$ cat src/common/sleep_id_params.svh
`ifndef SLEEP_ID_PARAMS_SVH
`define SLEEP_ID_PARAMS_SVH
`define CMD_SLEEP        8'hb9
`define CMD_IDENTITY     8'h9f
`define CMD_SERIAL       8'hc3
`define CONT_BYTES       4'h6
`define MAKER_IDX        4'h6
`define PROD0_IDX        4'h7
`define PROD1_IDX        4'h8
`define SN_BYTES         4'h8
`define CRC_INIT         8'h00
`define CRC_POLY         8'h07
`define CUSTOMER_NONE    16'h0000
`define CLK_MHZ          40
`define WAKE_REC_TIME_US 400
`define WAKE_REC_CYCLES  (`WAKE_REC_TIME_US * `CLK_MHZ)
`define WAKE_CNT_W       14
`define SYNC_LATENCY     4
`endif

$ cat src/common/sleep_id_pkg.sv
package sleep_id_pkg;
    // pins from the host, select active low
    typedef struct packed {
        logic selN;
        logic sck;
        logic din;
    } pinIn_t;
    // serial data out with its enable
    typedef struct packed {
        logic q;
        logic qOe;
    } pinOut_t;
    typedef enum logic [2:0] {
        ST_CMD,
        ST_SHIFT,
        ST_IGNORE,
        ST_ARMED,
        ST_SLEEP,
        ST_WAKE
    } state_t;
    typedef enum logic {
        STREAM_ID,
        STREAM_SN
    } stream_t;
endpackage

$ cat src/hdl/sleep_id_serial_commands.sv
`timescale 1ns/1ps
`default_nettype none
`include "sleep_id_params.svh"
module sleep_id_serial_commands #(
    parameter int unsigned RecCycles  = `WAKE_REC_CYCLES,
    parameter logic [7:0]  ContCode   = 8'h5a,            // arbitrary value
    parameter logic [7:0]  MakerCode  = 8'h3c,            // arbitrary value
    parameter logic [2:0]  Family     = 3'h2,             // arbitrary value
    parameter logic [4:0]  Density    = 5'h04,            // arbitrary value
    parameter logic [1:0]  SubType    = 2'h1,             // arbitrary value
    parameter logic [2:0]  Revision   = 3'h2,             // arbitrary value
    parameter logic        HasSerial  = 1'b1,
    parameter logic [15:0] CustomerId = `CUSTOMER_NONE,
    parameter logic [39:0] UniqueNum  = 40'h12_3456_789a  // arbitrary value
) (
    input  wire logic                   clk,
    input  wire logic                   arst_n,
    input  wire sleep_id_pkg::pinIn_t   pins,
    output var  sleep_id_pkg::pinOut_t  pinOut,
    output var  logic                   asleep,
    output var  logic                   waking
);
    // bitwise crc, same result as the byte table with init 0
    function automatic logic [7:0] crc8(input logic [55:0] d);
        logic [7:0] c;
        c = `CRC_INIT;
        for (int i = 55; i >= 0; i--) begin
            c = (c[7] ^ d[i]) ? ({c[6:0], 1'b0} ^ `CRC_POLY) : {c[6:0], 1'b0};
        end
        return c;
    endfunction

    sleep_id_pkg::pinIn_t  s1_q, s2_q, s3_q;
    sleep_id_pkg::state_t  state_q, state_d;
    sleep_id_pkg::stream_t kind_q;
    logic [7:0]            shiftIn_q;
    logic [3:0]            inCnt_q;
    logic [6:0]            outCnt_q;
    logic                  miso_q;
    logic                  oe_q;
    logic [`WAKE_CNT_W-1:0] wakeCnt_q;

    // two-stage synchroniser plus one stage for edge finding
    always_ff @(posedge clk or negedge arst_n) begin
        if (!arst_n) begin
            s1_q <= '{selN: 1'b1, sck: 1'b0, din: 1'b0};
            s2_q <= '{selN: 1'b1, sck: 1'b0, din: 1'b0};
            s3_q <= '{selN: 1'b1, sck: 1'b0, din: 1'b0};
        end else begin
            s1_q <= pins;
            s2_q <= s1_q;
            s3_q <= s2_q;
        end
    end

    // edge decode on the synchronised pins
    wire        selRise = s2_q.selN & ~s3_q.selN;
    wire        selFall = ~s2_q.selN & s3_q.selN;
    wire        selAct  = ~s2_q.selN & ~s3_q.selN;
    wire        sckRise = selAct & s2_q.sck & ~s3_q.sck;
    wire        sckFall = selAct & ~s2_q.sck & s3_q.sck;
    wire [7:0]  cmdByte = {shiftIn_q[6:0], s2_q.din};
    wire        cmdDone = (state_q == sleep_id_pkg::ST_CMD) && sckRise && (inCnt_q == 4'h7);
    wire        isSleep = cmdByte == `CMD_SLEEP;
    wire        isIdent = cmdByte == `CMD_IDENTITY;
    wire        isSer   = (cmdByte == `CMD_SERIAL) && HasSerial;
    wire        wakeDone = wakeCnt_q >= `WAKE_CNT_W'(RecCycles - `SYNC_LATENCY);
    wire        inShift = state_q == sleep_id_pkg::ST_SHIFT;

    // stream contents
    wire [3:0]  byteIdx = outCnt_q[6:3];
    wire [7:0]  crcByte = crc8({CustomerId, UniqueNum});
    wire [63:0] snWord  = {CustomerId, UniqueNum, crcByte};
    wire [7:0]  prod0   = {Family, Density};
    wire [7:0]  prod1   = {SubType, Revision, 3'h0};
    wire [7:0]  idByte  = (byteIdx < `CONT_BYTES)   ? ContCode  :
                          (byteIdx == `MAKER_IDX)   ? MakerCode :
                          (byteIdx == `PROD0_IDX)   ? prod0     :
                          (byteIdx == `PROD1_IDX)   ? prod1     : 8'h00;
    wire [7:0]  snByte  = (byteIdx < `SN_BYTES) ?
                          snWord[6'(63 - 8 * byteIdx) -: 8] : 8'h00;
    wire [7:0]  curByte = (kind_q == sleep_id_pkg::STREAM_ID) ? idByte : snByte;
    wire        nextBit = curByte[~outCnt_q[2:0]];

    // command, sleep and wake sequencing
    always_comb begin
        state_d = state_q;
        case (state_q)
            sleep_id_pkg::ST_CMD: begin
                if (cmdDone) begin
                    if (isSleep) begin
                        state_d = sleep_id_pkg::ST_ARMED;
                    end else if (isIdent || isSer) begin
                        state_d = sleep_id_pkg::ST_SHIFT;
                    end else begin
                        state_d = sleep_id_pkg::ST_IGNORE;
                    end
                end
            end
            sleep_id_pkg::ST_SHIFT, sleep_id_pkg::ST_IGNORE: begin
                if (selRise) begin
                    state_d = sleep_id_pkg::ST_CMD;
                end
            end
            sleep_id_pkg::ST_ARMED: begin
                if (selRise) begin
                    state_d = sleep_id_pkg::ST_SLEEP;
                end
            end
            sleep_id_pkg::ST_SLEEP: begin
                if (selFall) begin
                    state_d = sleep_id_pkg::ST_WAKE;
                end
            end
            sleep_id_pkg::ST_WAKE: begin
                if (wakeDone) begin
                    state_d = s2_q.selN ? sleep_id_pkg::ST_CMD : sleep_id_pkg::ST_IGNORE;
                end
            end
            default: state_d = sleep_id_pkg::ST_CMD;
        endcase
    end

    always_ff @(posedge clk or negedge arst_n) begin
        if (!arst_n) begin
            state_q <= sleep_id_pkg::ST_CMD;
        end else begin
            state_q <= state_d;
        end
    end

    // command byte capture, sleep ignores clock and data
    always_ff @(posedge clk or negedge arst_n) begin
        if (!arst_n) begin
            inCnt_q   <= 4'h0;
            shiftIn_q <= 8'h00;
        end else if (selFall || selRise) begin
            inCnt_q   <= 4'h0;
        end else if (state_q == sleep_id_pkg::ST_CMD && sckRise) begin
            inCnt_q   <= inCnt_q + 4'h1;
            shiftIn_q <= cmdByte;
        end
    end

    // stream kind chosen with the command
    always_ff @(posedge clk or negedge arst_n) begin
        if (!arst_n) begin
            kind_q <= sleep_id_pkg::STREAM_ID;
        end else if (cmdDone) begin
            kind_q <= isIdent ? sleep_id_pkg::STREAM_ID : sleep_id_pkg::STREAM_SN;
        end
    end

    // output shifter: one bit per falling clock edge
    always_ff @(posedge clk or negedge arst_n) begin
        if (!arst_n) begin
            outCnt_q <= 7'h00;
            miso_q   <= 1'b0;
        end else if (!inShift) begin
            outCnt_q <= 7'h00;
        end else if (sckFall) begin
            miso_q   <= nextBit;
            outCnt_q <= (outCnt_q == 7'h7f) ? outCnt_q : outCnt_q + 7'h01;
        end
    end

    // output enable, dropped at deselect and outside reads
    always_ff @(posedge clk or negedge arst_n) begin
        if (!arst_n) begin
            oe_q <= 1'b0;
        end else if (selRise || !inShift) begin
            oe_q <= 1'b0;
        end else if (sckFall) begin
            oe_q <= 1'b1;
        end
    end

    // wake recovery counter
    always_ff @(posedge clk or negedge arst_n) begin
        if (!arst_n) begin
            wakeCnt_q <= '0;
        end else if (state_q == sleep_id_pkg::ST_WAKE) begin
            wakeCnt_q <= wakeCnt_q + `WAKE_CNT_W'(1);
        end else begin
            wakeCnt_q <= '0;
        end
    end

    assign pinOut     = '{q: miso_q, qOe: oe_q};
    assign asleep     = state_q == sleep_id_pkg::ST_SLEEP;
    assign waking     = state_q == sleep_id_pkg::ST_WAKE;
endmodule
`default_nettype wire

$ cat config.mk
export PLATFORM = sky130hd
export DESIGN_NAME = sleep_id_serial_commands
export DESIGN_NICKNAME = d
export VERILOG_FILES = /design/src/common/sleep_id_pkg.sv /design/src/hdl/sleep_id_serial_commands.sv
export VERILOG_INCLUDE_DIRS = /design/src /design/src/common
export SDC_FILE = /design/constraint.sdc
export NUM_CORES = 1
export LEC_CHECK = 0
export BUFFER_PORTS_ARGS = -buffer_cell sky130_fd_sc_hd__buf_2
export CORE_MARGIN = 8
export CORE_UTILIZATION = 50
export DETAILED_ROUTE_END_ITERATION = 10
export PLACE_DENSITY_LB_ADDON = 0.12
export REMOVE_ABC_BUFFERS = 1
export SYNTH_ARGS = -nofsm -noshare
export SYNTH_HDL_FRONTEND = slang
export SYNTH_SLANG_ARGS = --single-unit
$ cat constraint.sdc
create_clock -name clk -period 4.3 [get_ports clk]
set_clock_uncertainty 0.05 [all_clocks]
set_input_delay 0.645 -clock clk [delete_from_list [all_inputs] [get_ports clk]]
set_output_delay 0.645 -clock clk [all_outputs]
set_load 0.03 [all_outputs]
==> impl_metrics.prom <==
# TYPE chip_impl_metric gauge
chip_impl_metric{name="detailedPlacementHpwl",unit="mm"} 2.86
chip_impl_metric{name="fin_crit_sh",unit="%"} 56.8
chip_impl_metric{name="clkTransAtPathRegs",unit="ns"} 0.09
chip_impl_metric{name="report.final.setup_viol",unit=""} 0
chip_impl_metric{name="area_growth_syn_to_layout",unit="%"} 7.06
chip_impl_metric{name="num_antenna_cells",unit=""} 0
chip_impl_metric{name="hold_viol_final",unit=""} 0
chip_impl_metric{name="die_width",unit="um"} 84.2
chip_impl_info{name="worst_setup_ep_type",value="output pin"} 1
chip_impl_info{name="grt_setup_unrepaired",value="false"} 1
chip_impl_metric{name="drt_first_iter_violations",unit=""} 80
chip_impl_metric{name="drt_pre_antenna_iters",unit=""} 4
chip_impl_metric{name="grt_remaining_overflow",unit=""} 0
chip_impl_metric{name="synth_edf_count",unit=""} 0
chip_impl_metric{name="ant_nets",unit=""} 0
chip_impl_metric{name="synth.avg_cell_area",unit="um2"} 9.92
chip_impl_metric{name="first_global_vias",unit=""} 1626
chip_impl_metric{name="top_level_ports",unit=""} 9
chip_impl_metric{name="routed_via_density",unit=""} 5.62
chip_impl_metric{name="power_density",unit="mW/mm2"} 324
chip_impl_info{name="critPathLaunch",value="state_q[2]"} 1
chip_impl_metric{name="postLayoutSetupSlackWorst",unit="ns"} 1.86
chip_impl_metric{name="yosysSeqAreaShare",unit="%"} 49.7
chip_impl_metric{name="cts_hold_buffers_added",unit=""} 0
chip_impl_metric{name="tns",unit="ns"} 0
chip_impl_info{name="worstSetupPathType",value="flop to output pin"} 1
chip_impl_metric{name="die_h",unit="um"} 84.2
chip_impl_metric{name="worstPathMaxFanout",unit=""} 15
chip_impl_metric{name="die-area",unit="mm2"} 0.00708
chip_impl_metric{name="finalNetCount",unit=""} 252
chip_impl_metric{name="io_buffers",unit=""} 8
chip_impl_metric{name="reg2reg_setup_slack",unit="ns"} 1.90
chip_impl_info{name="path_delay_family",value="flip-flops"} 1
chip_impl_metric{name="routed_wire_length_per_instance",unit="um"} 13.9
chip_impl_metric{name="cap_viol_max_count",unit=""} 0
chip_impl_info{name="cp-start-kind",value="flop"} 1
chip_impl_metric{name="worstPathArrival",unit="ns"} 1.75
chip_impl_metric{name="number_of_antenna_violations_at_the_first_check_in_global_routing",unit=""} 0
chip_impl_info{name="min-delay-path-class",value="flop to flop"} 1
chip_impl_metric{name="initial_utilization",unit="%"} 52.6
chip_impl_metric{name="ctsLongestPathBuffers",unit=""} 2
chip_impl_info{name="outcome",value="finished, final reports clean"} 1
chip_impl_metric{name="static-leakage-power",unit="nW"} 1.07
chip_impl_metric{name="clk_sinks",unit=""} 46
chip_impl_metric{name="floorplan.core_area",unit="mm2"} 0.00441
chip_impl_metric{name="worst_slew_margin_rel",unit="%"} 35.3
chip_impl_metric{name="via_count",unit=""} 1648
chip_impl_metric{name="timing.critical_path.slowest_cell_delay",unit="ns"} 0.53
chip_impl_metric{name="post-route-min-period",unit="ns"} 2.44
chip_impl_metric{name="globalplace.congestion",unit=""} 0.751
chip_impl_info{name="rr_startpoint",value="s2_q[2]"} 1
chip_impl_metric{name="critical_path_buf_inv_count",unit=""} 2
chip_impl_info{name="cp-endpoint",value="waking"} 1
chip_impl_metric{name="all_layer_global_routing_usage",unit="%"} 12.2
chip_impl_metric{name="worstSkewPairLatency",unit="ns"} 0.30
chip_impl_metric{name="core_util_final",unit="%"} 56.3
chip_impl_metric{name="post_synthesis_cell_count",unit=""} 234
chip_impl_metric{name="cts-htree-levels",unit=""} 2
chip_impl_metric{name="worst_slew_pin_slew",unit="ns"} 0.971
chip_impl_metric{name="yosys_register_bits",unit=""} 46
chip_impl_info{name="crit_path_cells",value="nand3b_1 > inv_1 > buf_2"} 1
chip_impl_metric{name="grt_max_degree",unit=""} 47
chip_impl_info{name="cts_tree",value="done"} 1
chip_impl_info{name="synth_top_flop_cell",value="dfrtp_1"} 1
chip_impl_metric{name="drc",unit=""} 0
chip_impl_metric{name="numCtsBuffers",unit=""} 5
chip_impl_metric{name="achievable-frequency",unit="GHz"} 0.409
chip_impl_metric{name="placement_rows",unit=""} 24
chip_impl_metric{name="layout_cells_sized_above_1",unit="%"} 9.13
chip_impl_metric{name="worst-r2r-cell-count",unit=""} 6
chip_impl_info{name="root_buffer",value="clkbuf_8"} 1
chip_impl_info{name="crit_path_top_delay_cell",value="dfrtp_1"} 1
chip_impl_metric{name="yosysUniqueCellTypes",unit=""} 43
chip_impl_metric{name="global_route_wire_length_before_repair",unit="mm"} 7.23
chip_impl_metric{name="synth-async-reset-ratio",unit="%"} 100
chip_impl_info{name="r2r_end",value="shiftIn_q[1]"} 1
chip_impl_metric{name="critical_path_depth",unit=""} 3
chip_impl_metric{name="yosysWarningCount",unit=""} 0
chip_impl_metric{name="preCtsSetupSlack",unit="ns"} 1.92
chip_impl_metric{name="postRouteWirelength",unit="mm"} 4.07
chip_impl_metric{name="post_cts_resized",unit=""} 0
chip_impl_metric{name="slew_viol_final",unit=""} 0
chip_impl_metric{name="synth.cell_area",unit="mm2"} 0.00232
chip_impl_metric{name="post-cts-setup-buffer-count",unit=""} 0
chip_impl_metric{name="worstPathRequired",unit="ns"} 3.61
chip_impl_metric{name="max-vdd-ir-drop",unit="V"} 0.000209
==> logic make-up after synthesis <==
family	Yosys count	synth area share, %
simple gates	99	22.1
flops	46	49.7
compound gates	36	9.32
buf+inv	19	3.77
xor+xnor	16	6.03
mux	11	5.23
fa+ha+maj	7	3.77
==> state kept, by name (all words and copies together), names as in the netlist, 2 cells and up <==
| register | cells |
|---|---|
| outCnt_q | 7 |
| s3_q | 2 |
| s2_q | 2 |
| s1_q | 3 |
| shiftIn_q | 7 |
| inCnt_q | 4 |
| wakeCnt_q | 14 |
| state_q | 3 |
==> cell type report <==
class	instances	area (um2)
clock buffer	5	68.8
clock inverter	3	40.0
fill	389	1930
inverter	10	37.5
multi-input combinational	169	1080
sequential	46	1150
tap	52	65.1
timing repair buffer	8	40.0
==> synthesized netlist by cell type (2+ instances only) <==
master,n,area (um2)
o21ai_0,12,60.1
nand3_1,11,55.1
or3_1,6,37.5
nor3_1,3,15.0
inv_1,9,33.8
a221o_1,2,20.0
nand3b_1,4,30.0
nand4_1,6,37.5
xor2_1,10,87.6
nor2_1,33,124
dfstp_2,3,78.8
and4b_1,3,30.0
nand2_1,15,56.3
and2_1,4,25.0
nor2b_1,2,12.5
ha_1,7,87.6
a21oi_1,13,65.1
clkbuf_1,5,18.8
xnor2_1,6,52.6
a31oi_1,2,12.5
dfrtp_1,43,1080
mux2i_1,2,20.0
mux2_1,9,101
buf_4,2,15.0
nand2b_1,4,25.0
==> routing by layer <==
layer,global-route usage (%),vias to the layer above,share of wire (%)
met2,19.6,20,47
met1,15.1,793,49
met5,0,-,0
li1,-,827,-
met3,3.00,8,2.3
met4,5.49,0,2.1
==> worst reg2reg max path: stages (launching register included) <==
cell	delay, ns
dfstp_2	0.39
inv_1	0.09
ha_1	0.19
nand3b_1	0.13
nor4_2	0.49
nor2b_1	0.56
mux2_1	0.38
==> power by group <==
group          leakage [nW]  internal [mW]  switching, mW  total (mW)
registers             0.617          0.447         0.0142       0.461
clock network        0.0579          0.171          0.145       0.316
logic                 0.394         0.0125         0.0169      0.0293
==> how the worst min path moves through the flow <==
| stage | startpoint | end | slack [ns] | depth (start not counted) |
|---|---|---|---|---|
| 2_1_floorplan | s1_q[0] | cmdByte[0] | 0.28 | 0 |
| 3_3_place_gp | s1_q[1] | s2_q[1] | 0.29 | 0 |
| 3_5_place_dp | s1_q[0] | cmdByte[0] | 0.29 | 0 |
| 4_1_cts | s1_q[1] | s2_q[1] | 0.31 | 0 |
| 5_1_grt | s1_q[0] | cmdByte[0] | 0.31 | 0 |
| 6_report | s1_q[1] | s2_q[1] | 0.31 | 0 |
==> metrics by stage <==
step,instance area [um2],hold slack [ns],instances,power (mW)
floorplan,2270,0.281,225,0.482
global placement,2380,0.291,285,0.499
detailed placement,2380,0.290,285,0.500
CTS,2490,0.310,293,0.819
global route,2490,0.314,293,0.843
finish,2490,0.307,293,0.806
==> placed cells by master, fill, tap and decap left out, types with 2 or more instances in the layout <==
cell / netlist / routed
nand3b_1: 4 / 4
nand4_1: 6 / 6
nor3_1: 3 / 3
nor2_1: 33 / 33
ha_1: 7 / 7
mux2i_1: 2 / 2
inv_1: 9 / 9
nand2b_1: 4 / 4
and2_1: 4 / 4
or3_1: 6 / 6
clkinv_2: 0 / 2
clkbuf_8: 0 / 5
nand2_1: 15 / 15
a31oi_1: 2 / 2
nand3_1: 11 / 11
xnor2_1: 6 / 6
mux2_1: 9 / 9
o21ai_0: 12 / 12
nor2b_1: 2 / 2
and4b_1: 3 / 3
dfstp_2: 3 / 3
dfrtp_1: 43 / 43
a221o_1: 2 / 2
buf_2: 1 / 8
a21oi_1: 13 / 13
xor2_1: 10 / 10
(Power assumes the default switching activity.)
